[src/design/mtc_pkg.sv]
package mtc_pkg;

  // Register indices; byte address on the bus is four times the index
  localparam logic [7:0] IDX_CAPTURE_SELECT = 8'h80;
  localparam logic [7:0] IDX_COMPARE7_MASK  = 8'h82;
  localparam logic [7:0] IDX_COMPARE7_DATA  = 8'h83;
  localparam logic [7:0] IDX_MAIN_COUNTER   = 8'h84;
  localparam logic [7:0] IDX_SYSTEM_CONTROL = 8'h86;
  localparam logic [7:0] IDX_ACTION_UPPER   = 8'h88;
  localparam logic [7:0] IDX_ACTION_LOWER   = 8'h89;
  localparam logic [7:0] IDX_EDGE_UPPER     = 8'h8a;
  localparam logic [7:0] IDX_EDGE_LOWER     = 8'h8b;
  localparam logic [7:0] IDX_CHAN_IRQ_EN    = 8'h8c;
  localparam logic [7:0] IDX_MISC_CONTROL   = 8'h8d;
  localparam logic [7:0] IDX_CHANNEL_FLAGS  = 8'h8e;
  localparam logic [7:0] IDX_OVERFLOW_FLAGS = 8'h8f;
  localparam logic [3:0] IDX_CHANNEL_HIGH   = 4'h9;
  localparam logic [7:0] IDX_PULSE_COUNT_3  = 8'ha2;
  localparam logic [7:0] IDX_PULSE_COUNT_2  = 8'ha3;
  localparam logic [7:0] IDX_PULSE_COUNT_1  = 8'ha4;
  localparam logic [7:0] IDX_PULSE_COUNT_0  = 8'ha5;

  // System control fields
  localparam int unsigned TIMER_ENABLE_BIT       = 7;
  localparam int unsigned STOP_IN_WAIT_BIT       = 6;
  localparam int unsigned STOP_IN_BACKGROUND_BIT = 5;
  localparam int unsigned FAST_FLAG_CLEAR_BIT    = 4;

  // Misc control fields
  localparam int unsigned OVERFLOW_IRQ_BIT       = 7;
  localparam int unsigned PULLUP_ENABLE_BIT      = 5;
  localparam int unsigned DRIVE_REDUCE_BIT       = 4;
  localparam int unsigned COUNTER_RESET_BIT      = 3;
  localparam int unsigned PRESCALE_LSB           = 0;
  localparam int unsigned PRESCALE_W             = 3;
  localparam int unsigned OVERFLOW_FLAG_BIT      = 7;

  // Prescaler
  localparam logic [2:0] PRESCALE_MAX_CODE  = 3'h5;
  localparam int unsigned PRESCALE_STAGES   = 6;
  localparam logic [5:0] DIV64_TERMINAL     = 6'h3f;

  // Reset values
  localparam logic [7:0]  REG8_RESET    = 8'h00;
  localparam logic [15:0] COUNTER_RESET = 16'h0000;
  localparam logic [15:0] COUNTER_WRAP  = 16'hffff;

  // AXI responses
  localparam logic [1:0] RESP_OKAY   = 2'h0;
  localparam logic [1:0] RESP_SLVERR = 2'h2;

endpackage : mtc_pkg

[src/design/mtc_main_timer_core.sv]
// Summary of operation
// - On channel-7 compare, masked pins take the compare-7 data bits.
// - Channel-7 data wins over a simultaneous lower-channel action on masked pins.
// - 16-bit up-counter; writes land only while special_mode_n is low.
// - A counter write leaves the prescaler alone, so the first period varies.
// - Timer enable low halts counter and the divide-by-64 clock.
// - Stop-in-wait halts timer, accumulators, modulus counter; interrupts masked in wait.
// - Stop-in-background halts timer and modulus counter; accumulator keeps running.
// - Fast clear: capture read or compare write clears that channel's flag.
// - Fast clear: any counter access clears the overflow flag.
// - Fast clear: pulse count accesses clear accumulator A or B flags.
// - Two-bit action per compare: disconnect, toggle, clear, set.
// - Non-zero action on a compare channel forces the pin to output, ignoring port direction.
// - Edge select per capture: off, rising, falling, both.
// - Channel interrupt requested for each set flag with enable set.
// - Overflow interrupt requested while flag and its enable are set.
// - Counter reset enable makes channel-7 compare reset the counter.
// - Prescale codes 0..5 divide by 1..32; codes 6, 7 by 32.
// - New prescale applies only when all prescaler stages are zero.
// - Writing one clears a channel flag; zero leaves it.
// - Overflow flag sets on wrap; cleared by writing bit 7.
// - Select bit: zero is capture, one is compare.
//
// The implementer's own choice: the AXI4-Lite interface to the registers.
`timescale 1ns/1ps

module mtc_main_timer_core #(
  parameter int unsigned ADDR_W = 10,
  parameter int unsigned CHANS  = 8
) (
  input  wire logic                  aclk,
  input  wire logic                  aresetn,
  input  wire logic                  ce,
  input  wire logic [ADDR_W-1:0]     s_axi_awaddr,
  input  wire logic                  s_axi_awvalid,
  output logic                       s_axi_awready,
  input  wire logic [31:0]           s_axi_wdata,
  input  wire logic [3:0]            s_axi_wstrb,
  input  wire logic                  s_axi_wvalid,
  output logic                       s_axi_wready,
  output logic [1:0]                 s_axi_bresp,
  output logic                       s_axi_bvalid,
  input  wire logic                  s_axi_bready,
  input  wire logic [ADDR_W-1:0]     s_axi_araddr,
  input  wire logic                  s_axi_arvalid,
  output logic                       s_axi_arready,
  output logic [31:0]                s_axi_rdata,
  output logic [1:0]                 s_axi_rresp,
  output logic                       s_axi_rvalid,
  input  wire logic                  s_axi_rready,
  input  wire logic                  special_mode_n,
  input  wire logic                  wait_mode,
  input  wire logic                  background_mode,
  input  wire logic [CHANS-1:0]      timer_port_in,
  input  wire logic [CHANS-1:0]      port_direction,
  output logic [CHANS-1:0]           timer_port_out,
  output logic [CHANS-1:0]           timer_port_oe,
  output logic                       port_pullup_enable,
  output logic                       port_drive_reduce,
  output logic [CHANS-1:0]           channel_irq,
  output logic                       overflow_irq,
  output logic                       div64_tick,
  output logic                       accum_halt,
  output logic                       modulus_halt,
  output logic                       accum_a_flag_clear,
  output logic                       accum_b_flag_clear
);
  import mtc_pkg::*;

  ////////////////////////////////////////////////////////////////////////////
  // Register state

  logic [CHANS-1:0]            capture_compare_select_q;
  logic [CHANS-1:0]            compare7_mask_q;
  logic [CHANS-1:0]            compare7_data_q;
  logic [7:0]                  timer_system_control_q;
  logic [2*CHANS-1:0]          output_action_q;
  logic [2*CHANS-1:0]          edge_select_q;
  logic [CHANS-1:0]            channel_irq_enables_q;
  logic [7:0]                  timer_misc_control_q;
  logic [CHANS-1:0]            channel_event_flag_q;
  logic                        overflow_flag_q;
  logic [15:0]                 main_counter_q;
  logic [15:0]                 channel_value_q [CHANS];
  logic [PRESCALE_STAGES-1:0]  prescale_cnt_q;
  logic [2:0]                  prescale_active_q;
  logic                        count_new_q;
  logic [CHANS-1:0]            pin_prev_q;

  // Bus slave state
  logic                        aw_held_q;
  logic                        w_held_q;
  logic [ADDR_W-1:0]           awaddr_q;
  logic [31:0]                 wdata_q;
  logic [3:0]                  wstrb_q;

  ////////////////////////////////////////////////////////////////////////////
  // Decode

  logic                        wr_fire;
  logic                        rd_fire;
  logic [7:0]                  wr_idx;
  logic [7:0]                  rd_idx;
  logic                        wr_chan;
  logic                        rd_chan;
  logic [2:0]                  wr_ch;
  logic [2:0]                  rd_ch;
  logic [7:0]                  wbyte;

  assign wr_fire = aw_held_q && w_held_q && !s_axi_bvalid;
  assign rd_fire = s_axi_arvalid && s_axi_arready;
  assign wr_idx  = awaddr_q[9:2];
  assign rd_idx  = s_axi_araddr[9:2];
  assign wr_chan = (wr_idx[7:4] == IDX_CHANNEL_HIGH) && !wr_idx[0];
  assign rd_chan = (rd_idx[7:4] == IDX_CHANNEL_HIGH) && !rd_idx[0];
  assign wr_ch   = wr_idx[3:1];
  assign rd_ch   = rd_idx[3:1];
  // Eight-bit registers take lane 0 only
  assign wbyte   = wstrb_q[0] ? wdata_q[7:0] : REG8_RESET;

  function automatic logic [15:0] merge16(input logic [15:0] old, input logic [31:0] d,
                                          input logic [3:0] be);
    merge16 = {be[1] ? d[15:8] : old[15:8], be[0] ? d[7:0] : old[7:0]};
  endfunction : merge16

  function automatic logic is_mapped(input logic [7:0] idx);
    logic chan;
    chan = (idx[7:4] == IDX_CHANNEL_HIGH) && !idx[0];
    is_mapped = chan || (idx inside {IDX_CAPTURE_SELECT, IDX_COMPARE7_MASK,
      IDX_COMPARE7_DATA, IDX_MAIN_COUNTER, IDX_SYSTEM_CONTROL, IDX_ACTION_UPPER,
      IDX_ACTION_LOWER, IDX_EDGE_UPPER, IDX_EDGE_LOWER, IDX_CHAN_IRQ_EN,
      IDX_MISC_CONTROL, IDX_CHANNEL_FLAGS, IDX_OVERFLOW_FLAGS, IDX_PULSE_COUNT_3,
      IDX_PULSE_COUNT_2, IDX_PULSE_COUNT_1, IDX_PULSE_COUNT_0});
  endfunction : is_mapped

  ////////////////////////////////////////////////////////////////////////////
  // Control fields

  logic        fast_clear;
  logic        wait_stop;
  logic        prescale_run;
  logic        count_run;
  logic        counter_reset_en;
  logic [2:0]  prescale_req;
  logic [5:0]  prescale_mask;
  logic        count_tick;
  logic        match7_reset;
  logic [CHANS-1:0] compare_hit;
  logic [CHANS-1:0] capture_hit;

  assign fast_clear       = timer_system_control_q[FAST_FLAG_CLEAR_BIT];
  assign wait_stop        = wait_mode && timer_system_control_q[STOP_IN_WAIT_BIT];
  // Prescaler keeps the divide-by-64 alive in background mode
  assign prescale_run     = timer_system_control_q[TIMER_ENABLE_BIT] && !wait_stop;
  assign count_run        = prescale_run &&
    !(background_mode && timer_system_control_q[STOP_IN_BACKGROUND_BIT]);
  assign counter_reset_en = timer_misc_control_q[COUNTER_RESET_BIT];
  assign prescale_req     = timer_misc_control_q[PRESCALE_LSB +: PRESCALE_W];
  assign prescale_mask    = 6'((7'h01 << prescale_active_q) - 7'h01);
  assign count_tick       = count_run && ((prescale_cnt_q & prescale_mask) == prescale_mask);
  assign match7_reset     = counter_reset_en && capture_compare_select_q[CHANS-1] &&
                            (main_counter_q == channel_value_q[CHANS-1]);

  always_comb begin
    for (int n = 0; n < CHANS; n++) begin
      compare_hit[n] = capture_compare_select_q[n] && count_new_q &&
                       (main_counter_q == channel_value_q[n]);
      unique case (edge_select_q[2*n +: 2])
        2'b01:   capture_hit[n] = timer_port_in[n] && !pin_prev_q[n];
        2'b10:   capture_hit[n] = !timer_port_in[n] && pin_prev_q[n];
        2'b11:   capture_hit[n] = timer_port_in[n] != pin_prev_q[n];
        default: capture_hit[n] = 1'b0;
      endcase
      capture_hit[n] = capture_hit[n] && !capture_compare_select_q[n];
    end
  end

  ////////////////////////////////////////////////////////////////////////////
  // Prescaler

  always_ff @(posedge aclk) begin
    if (!aresetn) begin
      prescale_cnt_q    <= '0;
      prescale_active_q <= '0;
      div64_tick        <= 1'b0;
    end else if (ce) begin
      if (prescale_run) begin
        prescale_cnt_q <= prescale_cnt_q + 6'h01;
      end
      // Switching mid-period would give a runt tick
      if (prescale_cnt_q == '0) begin
        prescale_active_q <= (prescale_req > PRESCALE_MAX_CODE) ? PRESCALE_MAX_CODE
                                                                : prescale_req;
      end
      div64_tick <= prescale_run && (prescale_cnt_q == DIV64_TERMINAL);
    end
  end

  ////////////////////////////////////////////////////////////////////////////
  // Main counter

  always_ff @(posedge aclk) begin
    if (!aresetn) begin
      main_counter_q <= COUNTER_RESET;
      count_new_q    <= 1'b0;
    end else if (ce) begin
      count_new_q <= count_tick;
      // Prescaler phase is not touched, so the next period may be short
      if (wr_fire && wr_idx == IDX_MAIN_COUNTER && !special_mode_n) begin
        main_counter_q <= merge16(main_counter_q, wdata_q, wstrb_q);
      end else if (count_tick) begin
        main_counter_q <= match7_reset ? COUNTER_RESET : main_counter_q + 16'h0001;
      end
    end
  end

  ////////////////////////////////////////////////////////////////////////////
  // Channel values: capture latches the counter, compare takes writes

  always_ff @(posedge aclk) begin
    if (!aresetn) begin
      pin_prev_q <= '0;
      for (int n = 0; n < CHANS; n++) begin
        channel_value_q[n] <= COUNTER_RESET;
      end
    end else if (ce) begin
      pin_prev_q <= timer_port_in;
      for (int n = 0; n < CHANS; n++) begin
        if (capture_hit[n]) begin
          channel_value_q[n] <= main_counter_q;
        end else if (wr_fire && wr_chan && wr_ch == 3'(n) && capture_compare_select_q[n]) begin
          channel_value_q[n] <= merge16(channel_value_q[n], wdata_q, wstrb_q);
        end
      end
    end
  end

  ////////////////////////////////////////////////////////////////////////////
  // Flags; a set in the same cycle as a clear wins

  logic [CHANS-1:0] chan_clear;
  logic             ovf_clear;
  logic             ovf_set;

  always_comb begin
    chan_clear = '0;
    if (wr_fire && wr_idx == IDX_CHANNEL_FLAGS) begin
      chan_clear = wbyte;
    end
    if (fast_clear && wr_fire && wr_chan && capture_compare_select_q[wr_ch]) begin
      chan_clear[wr_ch] = 1'b1;
    end
    if (fast_clear && rd_fire && rd_chan && !capture_compare_select_q[rd_ch]) begin
      chan_clear[rd_ch] = 1'b1;
    end
  end

  assign ovf_clear = (wr_fire && wr_idx == IDX_OVERFLOW_FLAGS && wbyte[OVERFLOW_FLAG_BIT]) ||
                     (fast_clear && ((wr_fire && wr_idx == IDX_MAIN_COUNTER) ||
                                     (rd_fire && rd_idx == IDX_MAIN_COUNTER)));
  // A compare-7 reset at all ones is not a wrap
  assign ovf_set   = count_tick && !match7_reset && (main_counter_q == COUNTER_WRAP);

  always_ff @(posedge aclk) begin
    if (!aresetn) begin
      channel_event_flag_q <= '0;
      overflow_flag_q      <= 1'b0;
    end else if (ce) begin
      channel_event_flag_q <= (channel_event_flag_q & ~chan_clear) |
                              compare_hit | capture_hit;
      overflow_flag_q      <= (overflow_flag_q && !ovf_clear) || ovf_set;
    end
  end

  ////////////////////////////////////////////////////////////////////////////
  // Pin actions

  always_ff @(posedge aclk) begin
    if (!aresetn) begin
      timer_port_out <= '0;
      timer_port_oe  <= '0;
    end else if (ce) begin
      for (int n = 0; n < CHANS; n++) begin
        if (compare_hit[CHANS-1] && compare7_mask_q[n]) begin
          timer_port_out[n] <= compare7_data_q[n];
        end else if (compare_hit[n]) begin
          unique case (output_action_q[2*n +: 2])
            2'b01:   timer_port_out[n] <= !timer_port_out[n];
            2'b10:   timer_port_out[n] <= 1'b0;
            2'b11:   timer_port_out[n] <= 1'b1;
            default: timer_port_out[n] <= timer_port_out[n];
          endcase
        end
        timer_port_oe[n] <= (capture_compare_select_q[n] &&
                             (output_action_q[2*n +: 2] != 2'b00 || compare7_mask_q[n])) ?
                            1'b1 : port_direction[n];
      end
    end
  end

  ////////////////////////////////////////////////////////////////////////////
  // Requests and side outputs

  always_ff @(posedge aclk) begin
    if (!aresetn) begin
      channel_irq        <= '0;
      overflow_irq       <= 1'b0;
      port_pullup_enable <= 1'b0;
      port_drive_reduce  <= 1'b0;
      accum_halt         <= 1'b0;
      modulus_halt       <= 1'b0;
      accum_a_flag_clear <= 1'b0;
      accum_b_flag_clear <= 1'b0;
    end else if (ce) begin
      // Held low in stopped wait so a timer event cannot wake the core
      channel_irq  <= wait_stop ? '0 : channel_event_flag_q & channel_irq_enables_q;
      overflow_irq <= !wait_stop && overflow_flag_q &&
                      timer_misc_control_q[OVERFLOW_IRQ_BIT];
      port_pullup_enable <= timer_misc_control_q[PULLUP_ENABLE_BIT];
      port_drive_reduce  <= timer_misc_control_q[DRIVE_REDUCE_BIT];
      accum_halt   <= wait_stop;
      modulus_halt <= wait_stop || (background_mode &&
                      timer_system_control_q[STOP_IN_BACKGROUND_BIT]);
      accum_a_flag_clear <= fast_clear &&
        ((wr_fire && (wr_idx == IDX_PULSE_COUNT_3 || wr_idx == IDX_PULSE_COUNT_2)) ||
         (rd_fire && (rd_idx == IDX_PULSE_COUNT_3 || rd_idx == IDX_PULSE_COUNT_2)));
      accum_b_flag_clear <= fast_clear &&
        ((wr_fire && (wr_idx == IDX_PULSE_COUNT_1 || wr_idx == IDX_PULSE_COUNT_0)) ||
         (rd_fire && (rd_idx == IDX_PULSE_COUNT_1 || rd_idx == IDX_PULSE_COUNT_0)));
    end
  end

  ////////////////////////////////////////////////////////////////////////////
  // Plain control registers

  always_ff @(posedge aclk) begin
    if (!aresetn) begin
      capture_compare_select_q <= REG8_RESET;
      compare7_mask_q          <= REG8_RESET;
      compare7_data_q          <= REG8_RESET;
      timer_system_control_q   <= REG8_RESET;
      output_action_q          <= {REG8_RESET, REG8_RESET};
      edge_select_q            <= {REG8_RESET, REG8_RESET};
      channel_irq_enables_q    <= REG8_RESET;
      timer_misc_control_q     <= REG8_RESET;
    end else if (ce && wr_fire && wstrb_q[0]) begin
      unique case (wr_idx)
        IDX_CAPTURE_SELECT: capture_compare_select_q <= wbyte;
        IDX_COMPARE7_MASK:  compare7_mask_q          <= wbyte;
        IDX_COMPARE7_DATA:  compare7_data_q          <= wbyte;
        IDX_SYSTEM_CONTROL: timer_system_control_q   <= {wbyte[7:4], 4'h0};
        IDX_ACTION_UPPER:   output_action_q[15:8]    <= wbyte;
        IDX_ACTION_LOWER:   output_action_q[7:0]     <= wbyte;
        IDX_EDGE_UPPER:     edge_select_q[15:8]      <= wbyte;
        IDX_EDGE_LOWER:     edge_select_q[7:0]       <= wbyte;
        IDX_CHAN_IRQ_EN:    channel_irq_enables_q    <= wbyte;
        IDX_MISC_CONTROL:   timer_misc_control_q     <= {wbyte[7], 1'b0, wbyte[5:0]};
        default: ;
      endcase
    end
  end

  ////////////////////////////////////////////////////////////////////////////
  // AXI4-Lite slave

  logic [31:0] rd_value;

  always_comb begin
    rd_value = '0;
    if (rd_chan) begin
      rd_value[15:0] = channel_value_q[rd_ch];
    end else begin
      unique case (rd_idx)
        IDX_CAPTURE_SELECT: rd_value[7:0]  = capture_compare_select_q;
        IDX_COMPARE7_MASK:  rd_value[7:0]  = compare7_mask_q;
        IDX_COMPARE7_DATA:  rd_value[7:0]  = compare7_data_q;
        IDX_MAIN_COUNTER:   rd_value[15:0] = main_counter_q;
        IDX_SYSTEM_CONTROL: rd_value[7:0]  = timer_system_control_q;
        IDX_ACTION_UPPER:   rd_value[7:0]  = output_action_q[15:8];
        IDX_ACTION_LOWER:   rd_value[7:0]  = output_action_q[7:0];
        IDX_EDGE_UPPER:     rd_value[7:0]  = edge_select_q[15:8];
        IDX_EDGE_LOWER:     rd_value[7:0]  = edge_select_q[7:0];
        IDX_CHAN_IRQ_EN:    rd_value[7:0]  = channel_irq_enables_q;
        IDX_MISC_CONTROL:   rd_value[7:0]  = timer_misc_control_q;
        IDX_CHANNEL_FLAGS:  rd_value[7:0]  = channel_event_flag_q;
        IDX_OVERFLOW_FLAGS: rd_value[OVERFLOW_FLAG_BIT] = overflow_flag_q;
        default: ;
      endcase
    end
  end

  always_ff @(posedge aclk) begin
    if (!aresetn) begin
      aw_held_q     <= 1'b0;
      w_held_q      <= 1'b0;
      awaddr_q      <= '0;
      wdata_q       <= '0;
      wstrb_q       <= '0;
      s_axi_awready <= 1'b1;
      s_axi_wready  <= 1'b1;
      s_axi_bvalid  <= 1'b0;
      s_axi_bresp   <= RESP_OKAY;
    end else if (ce) begin
      if (s_axi_awvalid && s_axi_awready) begin
        aw_held_q     <= 1'b1;
        awaddr_q      <= s_axi_awaddr;
        s_axi_awready <= 1'b0;
      end
      if (s_axi_wvalid && s_axi_wready) begin
        w_held_q     <= 1'b1;
        wdata_q      <= s_axi_wdata;
        wstrb_q      <= s_axi_wstrb;
        s_axi_wready <= 1'b0;
      end
      if (wr_fire) begin
        s_axi_bvalid <= 1'b1;
        s_axi_bresp  <= is_mapped(wr_idx) ? RESP_OKAY : RESP_SLVERR;
      end
      if (s_axi_bvalid && s_axi_bready) begin
        s_axi_bvalid  <= 1'b0;
        aw_held_q     <= 1'b0;
        w_held_q      <= 1'b0;
        s_axi_awready <= 1'b1;
        s_axi_wready  <= 1'b1;
      end
    end
  end

  always_ff @(posedge aclk) begin
    if (!aresetn) begin
      s_axi_arready <= 1'b1;
      s_axi_rvalid  <= 1'b0;
      s_axi_rdata   <= '0;
      s_axi_rresp   <= RESP_OKAY;
    end else if (ce) begin
      if (rd_fire) begin
        s_axi_arready <= 1'b0;
        s_axi_rvalid  <= 1'b1;
        s_axi_rdata   <= rd_value;
        s_axi_rresp   <= is_mapped(rd_idx) ? RESP_OKAY : RESP_SLVERR;
      end else if (s_axi_rvalid && s_axi_rready) begin
        s_axi_rvalid  <= 1'b0;
        s_axi_arready <= 1'b1;
      end
    end
  end

endmodule : mtc_main_timer_core

[config.mk]
export PLATFORM = sky130hd
export DESIGN_NAME = mtc_main_timer_core
export DESIGN_NICKNAME = d
export VERILOG_FILES = /design/src/design/mtc_pkg.sv /design/src/design/mtc_main_timer_core.sv
export SDC_FILE = /design/constraint.sdc
export NUM_CORES = 1
export LEC_CHECK = 0
export BUFFER_PORTS_ARGS = -buffer_cell sky130_fd_sc_hd__clkbuf_2
export CAP_MARGIN = 40
export CELL_PAD_IN_SITES_DETAIL_PLACEMENT = 2
export CELL_PAD_IN_SITES_GLOBAL_PLACEMENT = 2
export CORE_UTILIZATION = 38
export CTS_CLUSTER_DIAMETER = 50
export DETAILED_ROUTE_END_ITERATION = 6
export PLACE_DENSITY_LB_ADDON = 0.2
export SETUP_SLACK_MARGIN = 0.05
export SLEW_MARGIN = 20
export SYNTH_ARGS = -nofsm -noshare
export SYNTH_HDL_FRONTEND = slang
export SYNTH_SLANG_ARGS = --single-unit
[constraint.sdc]
create_clock -name aclk -period 3.1 [get_ports aclk]
set_input_delay 0.465 -clock aclk [delete_from_list [all_inputs] [get_ports aclk]]
set_output_delay 0.465 -clock aclk [all_outputs]
set_load 0.05 [all_outputs]
==> results of run 1 <==
==> registers in the layout (all words and copies together) (netlist names), 2 cells and up <==
| register | flops |
|---|---|
| channel_value_q | 128 |
| edge_select_q | 16 |
| main_counter_q | 16 |
| output_action_q | 16 |
| s_axi_rdata | 16 |
| wdata_q | 16 |
| awaddr_q | 8 |
| capture_compare_select_q | 8 |
| channel_event_flag_q | 8 |
| channel_irq | 8 |
| channel_irq_enables_q | 8 |
| compare7_data_q | 8 |
| compare7_mask_q | 8 |
| pin_prev_q | 8 |
| timer_port_oe | 8 |
| timer_port_out | 8 |
| timer_misc_control_q | 7 |
| prescale_cnt_q | 6 |
| timer_system_control_q | 4 |
| prescale_active_q | 3 |
| wstrb_q | 2 |
==> synth_stat cells, types with 14 or more instances <==
| library cell | number | area [sq um] |
|---|---|---|
| nand2_1 | 247 | 927 |
| dfxtp_1 | 201 | 4020 |
| nor2_1 | 171 | 642 |
| a21oi_1 | 162 | 811 |
| clkbuf_1 | 141 | 529 |
| edfxtp_1 | 128 | 3840 |
| a22o_1 | 102 | 893 |
| mux2i_1 | 99 | 991 |
| xnor2_1 | 84 | 736 |
| nand3_1 | 71 | 355 |
| o21ai_0 | 62 | 310 |
| xor2_1 | 49 | 429 |
| inv_1 | 44 | 165 |
| nor3_1 | 32 | 160 |
| buf_1 | 28 | 105 |
| nand4_1 | 27 | 169 |
| a31oi_1 | 25 | 156 |
| ha_1 | 23 | 288 |
| mux2_2 | 21 | 236 |
| buf_2 | 20 | 100 |
| o211ai_1 | 19 | 143 |
| a32oi_1 | 18 | 158 |
| buf_4 | 18 | 135 |
| a22oi_1 | 17 | 128 |
| nor2b_1 | 17 | 106 |
| a221oi_1 | 16 | 140 |
| nor4_1 | 16 | 100 |
| or3_1 | 16 | 100 |
| and3_1 | 15 | 93.8 |
| mux4_2 | 14 | 315 |
| o31ai_1 | 14 | 105 |
==> report_power, final <==
part | switching, mW | total, mW | leakage [nW] | internal (mW)
clock network | 2.19 | 5.61 | 0.786 | 3.43
registers | 0.159 | 4.76 | 2.95 | 4.60
logic | 0.679 | 0.974 | 4.29 | 0.295
==> logic make-up after synthesis <==
group | Yosys count | synth area share
other | 1 | 0.000200
XOR/XNOR | 133 | 0.0622
adder cells (fa/ha/maj) | 23 | 0.0154
multiplexers | 134 | 0.0823
AO/OA/AOI/OAI | 523 | 0.191
flip-flops | 329 | 0.420
AND/OR/NAND/NOR | 681 | 0.171
buffers and inverters | 258 | 0.0580
==> layer usage <==
layer,share of wire,global-route usage,vias up
li1,-,-,7708
met1,0.42,0.433,9036
met2,0.46,0.537,720
met3,0.076,0.0623,180
met4,0.039,0.136,0
met5,0,0,-
==> stage by stage <==
step | power (mW) | setup slack, ns | cells | instance area [sq um]
floorplan | 5.39 | 0.539 | 2099 | 18800
global placement | 5.75 | 0.401 | 2781 | 20200
detailed placement | 5.79 | 0.385 | 2783 | 20300
CTS | 11.4 | 0.406 | 2869 | 21900
global route | 11.6 | 0.286 | 2871 | 21900
finish | 11.4 | 0.351 | 2871 | 21900
==> critical path, cell delays in order (launching register included) <==
cell and delay, ns:
edfxtp_1 0.45, xnor2_1 0.42, and4_1 0.35, nand2_1 0.27, or3_1 0.46, buf_4 0.22, o21ai_2 0.31, o22ai_1 0.15
==> worst paths after layout <==
path / startpoint / to / slack [ns]
hold / removal: s_axi_awaddr[5] / awaddr_q[5] / 0.10
setup / recovery: channel_value_q[7][11] / main_counter_q[8] / 0.35
setup reg to reg: channel_value_q[7][11] / main_counter_q[8] / 0.35
hold reg to reg: channel_irq[6] / channel_irq[6] / 0.50
==> cell type report <==
| cell class | instances | area share |
|---|---|---|
| clock inverters | 28 | 0.0136 |
| well taps | 664 | 0.0379 |
| repair buffers | 235 | 0.0722 |
| multi-input cells | 1512 | 0.450 |
| flip-flops and latches | 329 | 0.359 |
| clock buffers | 58 | 0.0598 |
| inverters | 45 | 0.00794 |
==> reports/metrics.csv, run 1 <==
stage,metric,value,unit
routing,Initial DRC Count,1500,
timing,setup violators final,0,
placement,Final Wtd Congestion,0.927,
logic_synthesis,synth unique cells,84,
timing,max-slew violations,0,
floorplanning,row cnt,81,
timing,Fin Hold WS,0.104,ns
layout,# fillers,5292,
worst_setup_path,Setup crit start kind,register,
layout,fin nets,2277,
status,status,"finished, final reports clean",
pwr,Leakage,8.02,nW
layout,Ant. Diodes,0,
worst_hold_path,hold depth,3,
logic_synthesis,YS warnings,0,
flow_run,total of max-cap violations,0,
cts,clock-pin slew on the worst setup and hold paths,0.05,ns
routing,final antenna-violating net count,0,
global_routing,total global-route track usage,0.332,
logic_synthesis,"Top FF cell, synth",dfxtp_1,
cts,post-cts hold buffer count,0,
floorplanning,Die W,224,um
layout,area grow syn2layout,17.0,%
floorplanning,Die ar.,50200,sq um
cts,Worst-Skew Late Latency,0.59,ns
timing,Fin Setup TNS,0,ns
global_routing,vias in the first global route,18736,
timing,fin crit share,0.887,
worst_setup_path,CP Data Arrival Time,3.20,ns
timing,fmax,0.364,GHz
timing,slew margin rel.,0.408,
logic_synthesis,"Cell Area, Synth",18700,sq um
timing,clk_skew,0.0148,ns
worst_setup_path,Worst Reg-to-Reg Cells,7,
global_routing,GRT overflow,0,
routing,drt pass-1 iters,5,
routing,# DRC,0,
cts,root buf cell,clkbuf_16,
timing,post-route minimum period,2.75,ns
worst_hold_path,worst hold path class,primary input to register,
routing,Avg WL per Cell,29.1,um
routing,via count,17644,
layout,final core utilization,0.450,
layout,layout cell share with drive strength beyond 1,0.171,
cts,clk sinks,329,
placement,port buffer count,115,
layout,"commonest cells after routing, fill and taps aside","247 x nand2_1, 201 x dfxtp_1, 171 x nor2_1",
worst_setup_path,CP required,3.55,ns
layout,"commonest non-fill, non-tap cell in the layout",nand2_1,
logic_synthesis,Gate Count Post-Synth,2082,
timing,"Hold Vio Cnt, Final",0,
cts,PostCTS Resize Cnt,0,
worst_setup_path,CP Capture Type,register,
floorplanning,die height,224,um
worst_setup_path,Worst Path Max Fanout,17,
logic_synthesis,Synth Area per Inst,9.00,sq um
cts,CTS H-tree depth,2,
pwr,Worst VDD drop,0.000391,V
routing,drt total wl,83.7,mm
logic_synthesis,Post-synth EDFFs,128,
floorplanning,IO Pins,156,
cts,CTS tree,built,
logic_synthesis,"FFs w/ async S/R, synth",0,
pwr,PwrDens,518,nW/um^2
global_routing,largest net degree at the start of global routing,80,
cts,Post-CTS Setup Inserts,0,
cts,CTS buffer count,48,
global_routing,initial antenna violation count,0,
global_routing,global-route wire length before repair,123,mm
logic_synthesis,sequential area share after synthesis,0.420,
timing,measured slew at the worst slew-check pin,0.880,ns
worst_setup_path,"Worst Path Class, Setup",register to register,
floorplanning,Placeable Area,48700,sq um
timing,RSZ-0062 raised after global routing,no,
placement,DP HPWL,61.5,mm
routing,vias per inst,6.15,
layout,footprint of the multi-input gates,9850,sq um
logic_synthesis,Synth Register Bits,329,
cts,deepest clock path buffer count,3,
layout,Seq. cell area,7870,sq um
floorplanning,Initial Util,0.384,
(Power assumes the default switching activity.)
==> run 2, diff against run 1 <==
- BUFFER_PORTS_ARGS: -buffer_cell sky130_fd_sc_hd__clkbuf_2 -> not set
- CORE_UTILIZATION: 38 -> 40
- DONT_BUFFER_PORTS: not set -> 1
- clock period: 3.1 -> 2.7 ns (I/O delays scaled with it)
==> reports/metrics.csv, run 2 (synthesis results as in run 1) <==
stage,metric,value,unit
layout,layout cell share with drive strength beyond 1,0.134,
pwr,PwrDens,625,nW/um^2
timing,clk_skew,0.0191,ns
placement,DP HPWL,60.7,mm
cts,Post-CTS Setup Inserts,0,
worst_hold_path,worst hold path class,primary input to register,
floorplanning,die height,218,um
cts,CTS H-tree depth,2,
worst_setup_path,WP depth,6,
timing,"Hold Vio Cnt, Final",0,
timing,measured slew at the worst slew-check pin,0.968,ns
pwr,Worst VDD drop,0.000509,V
cts,CTS tree,built,
layout,Largest Register,channel_value_q,
worst_setup_path,Worst path slowest cell,or4_4,
global_routing,global-route wire length before repair,132,mm
floorplanning,Die ar.,47700,sq um
layout,fin nets,2223,
timing,fmax,0.394,GHz
routing,final antenna-violating net count,0,
routing,Avg WL per Cell,32.5,um
global_routing,vias in the first global route,19556,
timing,Fin Setup TNS,0,ns
worst_setup_path,critical path cell sequence,or4b_4 > or4_4 > nor2_1 > a21oi_1 > o21ai_0 > a21oi_1,
worst_setup_path,CP Capture Type,register,
global_routing,largest net degree at the start of global routing,76,
global_routing,initial antenna violation count,0,
status,status,"finished, final reports clean",
pwr,Leakage,7.91,nW
timing,Fin Hold WS,0.00319,ns
timing,post-route minimum period,2.54,ns
timing,setup violators final,0,
placement,port buffer count,0,
layout,Ant. Diodes,0,
cts,clk sinks,329,
routing,Initial DRC Count,1623,
routing,drt pass-1 iters,6,
routing,# DRC,0,
worst_setup_path,CP required,3.18,ns
global_routing,busiest grt layer,met2,
worst_setup_path,Setup crit start kind,register,
pwr,total power,13.8,mW
floorplanning,Placeable Area,45800,sq um
cts,deepest clock path buffer count,3,
layout,"commonest non-fill, non-tap cell in the layout",nand2_1,
worst_setup_path,Critical Path Max Stage Delay,0.68,ns
routing,via count,18193,
worst_setup_path,Worst Reg-to-Reg Cells,6,
flow_run,total of max-cap violations,0,
timing,fin crit share,0.939,
global_routing,met1 layer usage reported by global route,0.471,
timing,slew margin rel.,0.354,
worst_setup_path,"Worst Path Class, Setup",register to register,
layout,"commonest cells after routing, fill and taps aside","247 x nand2_1, 201 x dfxtp_1, 171 x nor2_1",
floorplanning,row cnt,78,
cts,clock-pin slew on the worst setup and hold paths,0.06,ns
worst_setup_path,CP Data Arrival Time,3.02,ns
placement,Post-Place Worst Slack,0.117,ns
worst_setup_path,"Largest delay share family, worst path",simple AND/OR/NAND/NOR gates,
routing,drt total wl,89.6,mm
floorplanning,Initial Util,0.409,
worst_setup_path,Most Frequent Cell on Critical Path,a21oi_1,
timing,max-slew violations,0,
cts,Worst-Skew Late Latency,0.62,ns
layout,Largest register FFs,128,
cts,root buf cell,clkbuf_16,
worst_setup_path,Worst Path Max Fanout,16,
layout,area grow syn2layout,17.7,%
routing,vias per inst,6.60,
global_routing,met3 Use GR,0.0788,
placement,Final Wtd Congestion,0.965,
global_routing,total global-route track usage,0.375,
cts,CTS buffer count,49,
timing,RSZ-0062 raised after global routing,no,
floorplanning,Die W,218,um
floorplanning,IO Pins,156,
timing,PnR worst setup slack,0.164,ns
worst_setup_path,worst path buffer plus inverter count,0,
global_routing,M2 GR Usage,0.605,
global_routing,GRT overflow,0,
layout,final core utilization,0.482,
worst_hold_path,hold depth,2,
run 2: changes by cell type in the layout (fill, tap and decap cells not counted), moves of 3 or more:
| cell | change |
|---|---|
| dlygate4sd3_1 | +47 |
| inv_6 | +4 |
| clkbuf_16 | +6 |
| buf_4 | +15 |
| buf_12 | -3 |
| o21a_2 | +4 |
| o21a_1 | -4 |
| clkbuf_2 | -113 |
| clkinv_2 | -3 |
| bufinv_16 | +3 |
run 2: layout make-up:
type	instances	area [sq um]
fill	4799	23700
tap	600	751
inverter	45	174
timing repair buffer	180	1540
clock inverter	30	398
multi-input combinational	1512	9880
sequential	329	7870
clock buffer	61	1440
run 2: power by group:
group | internal [mW] | switching [mW]
Combinational | 0.329 | 0.622
Clock | 4.58 | 2.69
Sequential | 5.29 | 0.277
Total | 10.2 | 3.59
run 2: worst paths after layout:
check	slack, ns	to	start
setup / recovery	0.16	main_counter_q[1]	awaddr_q[2]
hold / removal	0.003	timer_port_oe[0]	port_direction[0]
setup reg to reg	0.16	main_counter_q[1]	awaddr_q[2]
hold reg to reg	0.50	wdata_q[4]	wdata_q[4]
run 2: metal layers:
| metal | up-vias | wire length, um | part of all wire |
|---|---|---|---|
| li1 | 7616 | - | - |
| met1 | 9367 | 35200 | 0.39 |
| met2 | 975 | 41500 | 0.46 |
| met3 | 235 | 8280 | 0.092 |
| met4 | 0 | 4630 | 0.052 |
| met5 | - | 0 | 0 |
run 2: what timing repair did:
item	in CTS	in global routing
pin swaps	0	0
hold endpoints to repair	83	0
endpoints found under the setup margin	16	68
hold buffers	49	0
gates resized for setup	2	5
run 2: metrics by stage:
step	cells	instance area [sq um]
after floorplan	2099	18800
after global placement	2613	19600
after detailed placement	2614	19600
after CTS	2754	22000
after global routing	2757	22000
final	2757	22000
